**src/hw/bridge_consts.svh**
```systemverilog
// register offsets, field positions, reset values and encodings of the
// bridge output stage; assumes a byte-wide register port with 3-bit address
`ifndef BRIDGE_CONSTS_SVH
`define BRIDGE_CONSTS_SVH

`define ADDR_CTRL      3'h0
`define ADDR_DEADBAND  3'h1
`define ADDR_SHUTDOWN  3'h2
`define ADDR_FLAGS     3'h3
`define ADDR_PINDIR    3'h4

`define MODE_SINGLE    2'h0
`define MODE_HALF      2'h2
`define MODE_FWD       2'h1
`define MODE_REV       2'h3

`define CTRL_MODE_HI   7
`define CTRL_MODE_LO   6
`define CTRL_EN_BIT    2
`define CTRL_POL_AC    0
`define CTRL_POL_BD    1

`define SD_STATUS_BIT  7
`define SD_SRC_HI      6
`define SD_SRC_LO      4
`define SD_AC_HI       3
`define SD_AC_LO       2
`define SD_BD_HI       1
`define SD_BD_LO       0
`define SRC_CMP1_BIT   0
`define SRC_CMP2_BIT   1
`define SRC_PIN_BIT    2
`define PSS_TRI_BIT    1
`define PSS_LVL_BIT    0

`define FLAG_PERIOD    0

`define CTRL_RST       8'h00
`define DB_RST         7'h00
`define SD_RST         8'h00
`define PINDIR_RST     4'hF
`define DB_SAT         7'h7F

`endif

```
**src/hw/bridge_pkg.sv**
```systemverilog
// types shared by the bridge output stage
// assumes the constants header is compiled alongside
package bridge_pkg;
  typedef enum logic [1:0] {
    single_out,
    half_bridge,
    full_fwd,
    full_rev
  } bridge_mode_e;

  typedef logic [7:0] reg_byte_t;
endpackage : bridge_pkg

```
**src/hw/enhanced_pwm_bridge_shutdown.sv**
```systemverilog
// output steering, dead band, polarity and auto-shutdown of a pwm unit
// assumes pwm_wave and a one-cycle period_start pulse from the timer,
// all inputs synchronous to ref_clk
//
// How it works
// (RULE1) mode field 00 single, 10 half, 01 forward, 11 reverse
// (RULE2) half bridge: wave on a, complement on b, c and d unused
// (RULE3) half bridge: outputs wait the dead-band count before going active
// (RULE4) dead band longer than the pulse keeps that output inactive
// (RULE5) forward: a active, d modulated, b and c inactive
// (RULE6) reverse: c active, b modulated, a and d inactive
// (RULE7) a direction toggle takes effect from the next pwm period
// (RULE8) on toggle: modulated outputs off, unmodulated swap, resume next period
// (RULE9) full bridge uses no dead band
// (RULE10) software lowers duty one period before reversing near full duty
// (RULE11) polarity field picks active level of pair a/c and pair b/d
// (RULE12) software sets polarity before enabling drivers, never while enabled
// (RULE13) software lets one full period run before enabling drivers
// (RULE14) period flag is set as the second pwm period begins
// (RULE15) software clears direction bits of every pin the mode uses
// (RULE16) shutdown from low pin, either comparator, or software set
// (RULE17) status bit zero is normal, one is shutdown state
// (RULE18) status bit stays set until software clears it
// (RULE19) shutdown forces enabled pins at once, without a clock edge
// (RULE20) each pair has its own shutdown level: high, low or released
// (RULE21) pair field 00 low, 01 high, 1x high impedance
// (RULE22) after clearing, modulation resumes at the next period start
//
// The strobed register port and the register offsets are this design's own decisions.
`timescale 1ns/100ps
`include "bridge_consts.svh"

module enhanced_pwm_bridge_shutdown (
  // clock and reset
  input  wire logic       ref_clk,
  input  wire logic       rst,
  // register port
  input  wire logic [2:0] reg_addr,
  input  wire logic [7:0] reg_wdata,
  input  wire logic       reg_wr,
  input  wire logic       reg_rd,
  output logic      [7:0] reg_rdata,
  // timer waveform
  input  wire logic       pwm_wave,
  input  wire logic       period_start,
  // shutdown sources
  input  wire logic       ext_shutdown_n,
  input  wire logic       comparator_one,
  input  wire logic       comparator_two,
  // output pins
  output logic            bridge_out_a,
  output logic            bridge_out_b,
  output logic            bridge_out_c,
  output logic            bridge_out_d,
  output logic            bridge_oe_n_a,
  output logic            bridge_oe_n_b,
  output logic            bridge_oe_n_c,
  output logic            bridge_oe_n_d
);

  ////////////////////////////////////////////////////////////////////////
  // state
  logic [1:0]          output_mode_field_q;
  logic                pwm_en_q;
  logic [1:0]          polarity_field_q;
  logic [6:0]          deadband_count_q;
  logic                shutdown_status_bit_q;
  logic [2:0]          shutdown_source_select_q;
  logic [1:0]          pair_ac_shutdown_state_q;
  logic [1:0]          pair_bd_shutdown_state_q;
  logic                period_match_flag_q;
  logic [3:0]          port_direction_bits_q;
  logic                running_q;
  logic                dir_applied_q;
  logic                hold_q;
  logic                wave_prev_q;
  logic [6:0]          elapsed_q;
  logic [3:0]          level_q;
  bridge_pkg::reg_byte_t rdata_q;

  logic                wr_ctrl;
  logic                wr_sd;
  logic                wr_flags;
  bridge_pkg::bridge_mode_e mode;
  logic                full_mode;
  logic                dir_req;
  logic                dir_pending;
  logic                wave_g;
  logic                wave_edge;
  logic                db_ok;
  logic                sd_event;
  logic                force_sd;
  logic [3:0]          act;
  logic [3:0]          pol;
  logic [3:0]          pss_tri;
  logic [3:0]          pss_lvl;
  logic [3:0]          drive;
  bridge_pkg::reg_byte_t rd_mux;
  assign wr_ctrl  = reg_wr && (reg_addr == `ADDR_CTRL);
  assign wr_sd    = reg_wr && (reg_addr == `ADDR_SHUTDOWN);
  assign wr_flags = reg_wr && (reg_addr == `ADDR_FLAGS);
  ////////////////////////////////////////////////////////////////////////
  // mode decode
  always_comb begin
    case (output_mode_field_q)
      `MODE_SINGLE: mode = bridge_pkg::single_out;   // see (RULE1)
      `MODE_HALF:   mode = bridge_pkg::half_bridge;  // see (RULE1)
      `MODE_FWD:    mode = bridge_pkg::full_fwd;     // see (RULE1)
      `MODE_REV:    mode = bridge_pkg::full_rev;     // see (RULE1)
      default:      mode = bridge_pkg::single_out;
    endcase
  end
  assign full_mode = (mode == bridge_pkg::full_fwd) ||
                     (mode == bridge_pkg::full_rev);
  // the upper mode bit doubles as the direction select in full bridge
  assign dir_req     = output_mode_field_q[1];
  assign dir_pending = full_mode && (dir_req != dir_applied_q);
  ////////////////////////////////////////////////////////////////////////
  // configuration registers
  always_ff @(posedge ref_clk) begin
    if (rst) begin
      output_mode_field_q <= 2'(`CTRL_RST >> `CTRL_MODE_LO);
      pwm_en_q            <= 1'b0;
      polarity_field_q    <= 2'h0;
    end else if (wr_ctrl) begin
      output_mode_field_q <= reg_wdata[`CTRL_MODE_HI:`CTRL_MODE_LO];
      pwm_en_q            <= reg_wdata[`CTRL_EN_BIT];
      polarity_field_q    <= reg_wdata[`CTRL_POL_BD:`CTRL_POL_AC];
    end
  end
  always_ff @(posedge ref_clk) begin
    if (rst) begin
      deadband_count_q <= `DB_RST;
    end else if (reg_wr && (reg_addr == `ADDR_DEADBAND)) begin
      deadband_count_q <= reg_wdata[6:0];
    end
  end
  always_ff @(posedge ref_clk) begin
    if (rst) begin
      shutdown_source_select_q <= 3'h0;
      pair_ac_shutdown_state_q <= 2'h0;
      pair_bd_shutdown_state_q <= 2'h0;
    end else if (wr_sd) begin
      shutdown_source_select_q <= reg_wdata[`SD_SRC_HI:`SD_SRC_LO];
      pair_ac_shutdown_state_q <= reg_wdata[`SD_AC_HI:`SD_AC_LO];
      pair_bd_shutdown_state_q <= reg_wdata[`SD_BD_HI:`SD_BD_LO];
    end
  end
  always_ff @(posedge ref_clk) begin
    if (rst) begin
      port_direction_bits_q <= `PINDIR_RST;
    end else if (reg_wr && (reg_addr == `ADDR_PINDIR)) begin
      port_direction_bits_q <= reg_wdata[3:0];
    end
  end
  ////////////////////////////////////////////////////////////////////////
  // shutdown
  // each select bit adds one source, so the eight codes fall out as an or
  assign sd_event =
    (shutdown_source_select_q[`SRC_PIN_BIT]  && !ext_shutdown_n) ||
    (shutdown_source_select_q[`SRC_CMP1_BIT] && comparator_one)  ||
    (shutdown_source_select_q[`SRC_CMP2_BIT] && comparator_two); // see (RULE16)

  // an event in the clearing cycle keeps the bit set
  always_ff @(posedge ref_clk) begin
    if (rst) begin
      shutdown_status_bit_q <= 1'(`SD_RST >> `SD_STATUS_BIT);
    end else begin
      shutdown_status_bit_q <= sd_event ||
        (wr_sd ? reg_wdata[`SD_STATUS_BIT]
               : shutdown_status_bit_q); // see (RULE18) see (RULE16)
    end
  end
  // pins stay parked until a fresh period starts after the clear
  always_ff @(posedge ref_clk) begin
    if (rst) begin
      hold_q <= 1'b0;
    end else if (sd_event || shutdown_status_bit_q) begin
      hold_q <= 1'b1;
    end else if (period_start) begin
      hold_q <= 1'b0; // see (RULE22)
    end
  end
  // combinational path so the pins react without waiting for an edge
  assign force_sd = sd_event || shutdown_status_bit_q || hold_q; // see (RULE19)
  ////////////////////////////////////////////////////////////////////////
  // period tracking
  // output starts only at a period boundary to avoid a partial first pulse
  always_ff @(posedge ref_clk) begin
    if (rst) begin
      running_q <= 1'b0;
    end else if (!pwm_en_q) begin
      running_q <= 1'b0;
    end else if (period_start) begin
      running_q <= 1'b1;
    end
  end
  // first boundary starts output, so the flag marks the second one
  always_ff @(posedge ref_clk) begin
    if (rst) begin
      period_match_flag_q <= 1'b0;
    end else if (period_start && running_q && pwm_en_q) begin
      period_match_flag_q <= 1'b1; // see (RULE14)
    end else if (wr_flags && reg_wdata[`FLAG_PERIOD]) begin
      period_match_flag_q <= 1'b0;
    end
  end
  always_ff @(posedge ref_clk) begin
    if (rst) begin
      dir_applied_q <= 1'b0;
    end else if (!full_mode || period_start) begin
      dir_applied_q <= dir_req; // see (RULE7)
    end
  end
  ////////////////////////////////////////////////////////////////////////
  // dead band
  assign wave_g    = pwm_wave && running_q;
  assign wave_edge = wave_g != wave_prev_q;

  always_ff @(posedge ref_clk) begin
    if (rst) begin
      wave_prev_q <= 1'b0;
      elapsed_q   <= 7'h00;
    end else begin
      wave_prev_q <= wave_g;
      if (wave_edge) begin
        elapsed_q <= 7'h00;
      end else if (elapsed_q != `DB_SAT) begin
        elapsed_q <= elapsed_q + 7'h01;
      end
    end
  end

  // a pulse shorter than the count ends before db_ok rises
  assign db_ok = wave_edge ? (deadband_count_q == 7'h00)
               : ({1'b0, elapsed_q} + 8'h01 >=
                  {1'b0, deadband_count_q}); // see (RULE3) see (RULE4)

  ////////////////////////////////////////////////////////////////////////
  // steering, index 0..3 is a..d
  always_comb begin
    act = 4'h0;
    case (mode)
      bridge_pkg::single_out: begin
        act[0] = wave_g;
      end
      bridge_pkg::half_bridge: begin
        act[0] = wave_g && db_ok;  // see (RULE2) see (RULE3)
        act[1] = !wave_g && db_ok && running_q; // see (RULE2)
      end
      bridge_pkg::full_fwd, bridge_pkg::full_rev: begin
        // dead band deliberately absent here
        act[0] = running_q && !dir_req; // see (RULE5) see (RULE8)
        act[2] = running_q && dir_req;  // see (RULE6) see (RULE8)
        act[3] = wave_g && !dir_pending &&
                 !dir_applied_q; // see (RULE5) see (RULE9)
        act[1] = wave_g && !dir_pending &&
                 dir_applied_q;  // see (RULE6) see (RULE8)
      end
      default: begin
        act = 4'h0;
      end
    endcase
  end

  assign pol = {polarity_field_q[1], polarity_field_q[0],
                polarity_field_q[1], polarity_field_q[0]};

  // changing polarity live glitches the pins; software must avoid it
  always_ff @(posedge ref_clk) begin
    if (rst) begin
      level_q <= 4'h0;
    end else begin
      level_q <= act ^ pol; // see (RULE11)
    end
  end
  ////////////////////////////////////////////////////////////////////////
  // pins
  assign pss_tri = {pair_bd_shutdown_state_q[`PSS_TRI_BIT],
                    pair_ac_shutdown_state_q[`PSS_TRI_BIT],
                    pair_bd_shutdown_state_q[`PSS_TRI_BIT],
                    pair_ac_shutdown_state_q[`PSS_TRI_BIT]}; // see (RULE20)
  assign pss_lvl = {pair_bd_shutdown_state_q[`PSS_LVL_BIT],
                    pair_ac_shutdown_state_q[`PSS_LVL_BIT],
                    pair_bd_shutdown_state_q[`PSS_LVL_BIT],
                    pair_ac_shutdown_state_q[`PSS_LVL_BIT]}; // see (RULE21)

  assign drive = ~port_direction_bits_q & {4{pwm_en_q}};

  assign bridge_out_a = force_sd ? pss_lvl[0] : level_q[0]; // see (RULE19)
  assign bridge_out_b = force_sd ? pss_lvl[1] : level_q[1]; // see (RULE19)
  assign bridge_out_c = force_sd ? pss_lvl[2] : level_q[2]; // see (RULE19)
  assign bridge_out_d = force_sd ? pss_lvl[3] : level_q[3]; // see (RULE19)

  assign bridge_oe_n_a = !drive[0] || (force_sd && pss_tri[0]); // see (RULE21)
  assign bridge_oe_n_b = !drive[1] || (force_sd && pss_tri[1]); // see (RULE21)
  assign bridge_oe_n_c = !drive[2] || (force_sd && pss_tri[2]); // see (RULE21)
  assign bridge_oe_n_d = !drive[3] || (force_sd && pss_tri[3]); // see (RULE21)

  ////////////////////////////////////////////////////////////////////////
  // read back
  always_comb begin
    rd_mux = 8'h00;
    case (reg_addr)
      `ADDR_CTRL: begin
        rd_mux[`CTRL_MODE_HI:`CTRL_MODE_LO] = output_mode_field_q;
        rd_mux[`CTRL_EN_BIT]               = pwm_en_q;
        rd_mux[`CTRL_POL_BD:`CTRL_POL_AC]  = polarity_field_q;
      end
      `ADDR_DEADBAND: begin
        rd_mux[6:0] = deadband_count_q;
      end
      `ADDR_SHUTDOWN: begin
        rd_mux[`SD_STATUS_BIT]       = shutdown_status_bit_q; // see (RULE17)
        rd_mux[`SD_SRC_HI:`SD_SRC_LO] = shutdown_source_select_q;
        rd_mux[`SD_AC_HI:`SD_AC_LO]   = pair_ac_shutdown_state_q;
        rd_mux[`SD_BD_HI:`SD_BD_LO]   = pair_bd_shutdown_state_q;
      end
      `ADDR_FLAGS: begin
        rd_mux[`FLAG_PERIOD] = period_match_flag_q;
        rd_mux[1]            = running_q;
        rd_mux[2]            = dir_applied_q;
        rd_mux[3]            = dir_pending;
        rd_mux[4]            = force_sd;
      end
      `ADDR_PINDIR: begin
        rd_mux[3:0] = port_direction_bits_q;
      end
      default: begin
        rd_mux = 8'h00;
      end
    endcase
  end

  always_ff @(posedge ref_clk) begin
    if (rst) begin
      rdata_q <= 8'h00;
    end else begin
      rdata_q <= reg_rd ? rd_mux : 8'h00;
    end
  end

  assign reg_rdata = rdata_q;

endmodule : enhanced_pwm_bridge_shutdown

```
**config.mk**
```make
export PLATFORM = sky130hd
export DESIGN_NAME = enhanced_pwm_bridge_shutdown
export DESIGN_NICKNAME = d
export VERILOG_FILES = /design/src/hw/bridge_pkg.sv /design/src/hw/enhanced_pwm_bridge_shutdown.sv
export VERILOG_INCLUDE_DIRS = /design/src /design/src/hw
export SDC_FILE = /design/constraint.sdc
export NUM_CORES = 1
export LEC_CHECK = 0
export BUFFER_PORTS_ARGS = -buffer_cell sky130_fd_sc_hd__buf_2
export CAP_MARGIN = 20
export CORE_UTILIZATION = 61
export CTS_CLUSTER_DIAMETER = 50
export DETAILED_ROUTE_END_ITERATION = 8
export HOLD_SLACK_MARGIN = 0.06
export PLACE_DENSITY = 0.93
export SLEW_MARGIN = 10
export SYNTH_ARGS = -nofsm -noshare
export SYNTH_HDL_FRONTEND = slang
export SYNTH_SLANG_ARGS = --single-unit
export TNS_END_PERCENT = 50
```
**constraint.sdc**
```tcl
create_clock -name ref_clk -period 5.69 [get_ports ref_clk]
set_input_delay 1.138 -clock ref_clk [delete_from_list [all_inputs] [get_ports ref_clk]]
set_output_delay 1.138 -clock ref_clk [all_outputs]
set_load 0.02 [all_outputs]
```
==> flow_summary_export.csv <==
group,metric,value,unit
outcome,status,"completed",
hold_path,holdPathEnd,"pair_bd_shutdown_state_q[1]",
synthesis,seq_area_frac_synth,39.28,%
clocking,numCtsBuffers,5,
final_layout,seq_area,960.9,um^2
synthesis,synth_seq_cells,48,
worst_setup_path,endpoint_kind,"output pin",
power,power.density,244.2,mW/mm^2
final_layout,area_delta_synth_final,11.46,%
clocking,cts_tree,"done",
detailed_routing,post_drt_wl_per_cell,14.86,um
timing,slew_headroom,40.89,%
timing,rsz0062_at_grt,"false",
clocking,insertion_delay,0.31,ns
timing,setup_ws,2.052,ns
worst_setup_path,rr_endpoint,"level_q[0]",
grt,track_usage,27.71,%
detailed_routing,drtIter0Drc,163,
hold_path,min_from,"pair_bd_shutdown_state_q[1]",
placement,io_buffers,35,
timing,finalClockSkew,0.009043,ns
placement,place_area,0.002615,mm^2
floorplanning,start_util,65.34,%
hold_path,hold_path_depth,2,
power,ir_worst_vdd,197.1,uV
floorplanning,io_pins,36,
worst_setup_path,critPathKind,"in -> out",
worst_setup_path,crit_fanout,3,
grt,grt_pass1_vias,1917,
detailed_routing,antenna_left,0,
synthesis,synth_top_flop_cell,"dfxtp_1",
clocking,cts_setup_buffers,0,
worst_setup_path,worstRegToRegCells,9,
clocking,htreeDepth,2,
detailed_routing,viasPerCell,5.872,
placement,gp_congestion,0.8745,
power,power.total,665.8,uW
timing,max_freq,274.8,MHz
clocking,clk_pin_slew,0.08,ns
floorplanning,floorplan.rows,22,
clocking,ctsHoldBuffers,0,
final_layout,multiInputGateArea,0.001351,mm^2
placement,post-place-ws,2.050,ns
clocking,max-clock-path-buffers,2,
synthesis,synth.distinct_cells,43,
worst_setup_path,rrSetupSlack,3.21,ns
worst_setup_path,cp.arrival,2.50,ns
detailed_routing,drc,0,
timing,setup_violations,0,
synthesis,yosysWarningCount,0,
timing,fin_crit,3.639,ns
final_layout,fin_area,0.002726,mm^2
synthesis,synth_cells,292,
grt,grt_first_pass_wirelength,8.797,mm
final_layout,final_nets,346,
floorplanning,die-area,0.004267,mm^2
clocking,postCtsResizedCells,0,
detailed_routing,first_pass_iters,5,
final_layout,antennaDiodeCount,0,
synthesis,syn_avg_cell_area,8.377,um^2
final_layout,fillers,285,
floorplanning,fp.coreArea,0.003744,mm^2
timing,fin_setup_tns,0,ns
final_layout,drive_gt1_share,15.67,%
worst_setup_path,worstPathRequired,4.55,ns
timing,hold_viol_final,0,
placement,place_hpwl,4.017,mm
timing,timing.final.crit_share,63.95,%
synthesis,synth_edf_count,0,
synthesis,synth.most_common_cell,"dfxtp_1",
detailed_routing,totalWireLength,5.452,mm
synthesis,ys_async_sr_fraction,0,%
synthesis,synthTopCellsByCount,"dfxtp_1 (48), nor2_1 (40), nand2_1 (32)",
synthesis,synth_nets,320,
worst_setup_path,cp-start-kind,"input pin",
synthesis,synth_area,0.002446,mm^2
grt,antenna_found_initial,0,
job,drv_cap,0,
detailed_routing,num_vias,2155,
synthesis,synth_top_area_share,39.28,%
worst_setup_path,r2r_start,"elapsed_q[0]",
clocking,clockRootBuffer,"clkbuf_8",
synthesis,netlist_top_cells_area,"dfxtp_1 (39%), mux2i_1 (7.4%), nor2_1 (6.1%)",
power,p_leak,1.139,nW
floorplanning,dieWidth,65.33,um
timing,hold_ws,0.4840,ns
grt,grt-ovfl-total,0,
floorplanning,die_h,65.33,um
clocking,numClockSinks,48,
synthesis,synth.largest_area_cell,"dfxtp_1",
grt,grt_max_degree,38,
timing,drv_slew,0,
timing,tightest_slew,0.8849,ns
hold_path,hold_path_class,"reg -> reg",
## how the worst max path moves through the flow
stage                     to  slack [ns]      startpoint  cells past startpoint
2_1_floorplan  bridge_oe_n_a        2.38  comparator_one                      5
3_3_place_gp   bridge_oe_n_d        2.11  comparator_one                      7
3_5_place_dp   bridge_oe_n_c        2.05  comparator_one                      7
4_1_cts        bridge_oe_n_a        2.04  comparator_one                      7
5_1_grt        bridge_oe_n_c        1.89  comparator_one                      7
6_report       bridge_oe_n_b        2.05  comparator_one                      7
## kinds of logic (layout without fill, tap and decap cells)
group | Yosys count | in the layout | synth area share [%]
mux | 21 | 21 | 9.361
compound gates | 55 | 55 | 15.81
xor+xnor | 10 | 10 | 3.580
flops | 48 | 48 | 39.28
buf+inv | 34 | 61 | 5.473
simple gates | 116 | 116 | 22.40
fa+ha+maj | 8 | 8 | 4.092
## area by class of cell
class	count	share of cell area (%)
multi-input combinational	210	49.56
sequential	48	35.25
timing repair buffer	35	6.425
clock buffer	5	2.524
inverter	18	2.478
tap	48	2.203
clock inverter	3	1.560
## placed cells by master (no fill, tap or decap), types with 4 or more instances in the layout
| master | instances |
|---|---|
| nor3_1 | 4 |
| a22oi_1 | 7 |
| buf_2 | 35 |
| a21oi_1 | 19 |
| clkbuf_8 | 5 |
| mux2i_1 | 18 |
| o21ai_0 | 7 |
| a211o_1 | 5 |
| xor2_1 | 5 |
| xnor2_1 | 5 |
| dfxtp_1 | 48 |
| inv_1 | 18 |
| nand2b_1 | 9 |
| nor2b_1 | 6 |
| ha_1 | 8 |
| nand2_1 | 32 |
| nand3_1 | 10 |
| nor2_1 | 40 |
## worst max-delay path, cell delays in order
cell      delay, ns
buf_2          0.09
a22oi_1        0.25
nand2_1        0.11
or3_1          0.39
a21boi_0       0.27
nand2b_1       0.09
buf_2          0.16
## per-layer routing
layer  GRT usage, %  wire [um]
met1          33.41       2283
met2          46.78       2696
met3          5.556        360
met4          13.32        112
met5              0          0
## metrics by stage
stage | cells | util, %
after floorplan | 292 | -
after global placement | 359 | 69.85
after detailed placement | 359 | 69.85
after CTS | 367 | 72.83
after global routing | 367 | 72.83
final | 367 | 72.83
## sequential cells by signal, indices dropped and copies added (netlist names), 3 cells and up
register                  cells
deadband_count_q              7
elapsed_q                     7
level_q                       4
port_direction_bits_q         4
reg_rdata                     8
shutdown_source_select_q      3
## where the power goes
part           internal (mW)  leakage (nW)  total, mW  switching, mW
clock network          0.130        0.0541      0.243          0.113
logic                 0.0282         0.696     0.0704         0.0422
registers              0.343         0.389      0.353        0.00916
total                  0.502          1.14      0.666          0.164
Power figures use the tool's default switching activity.
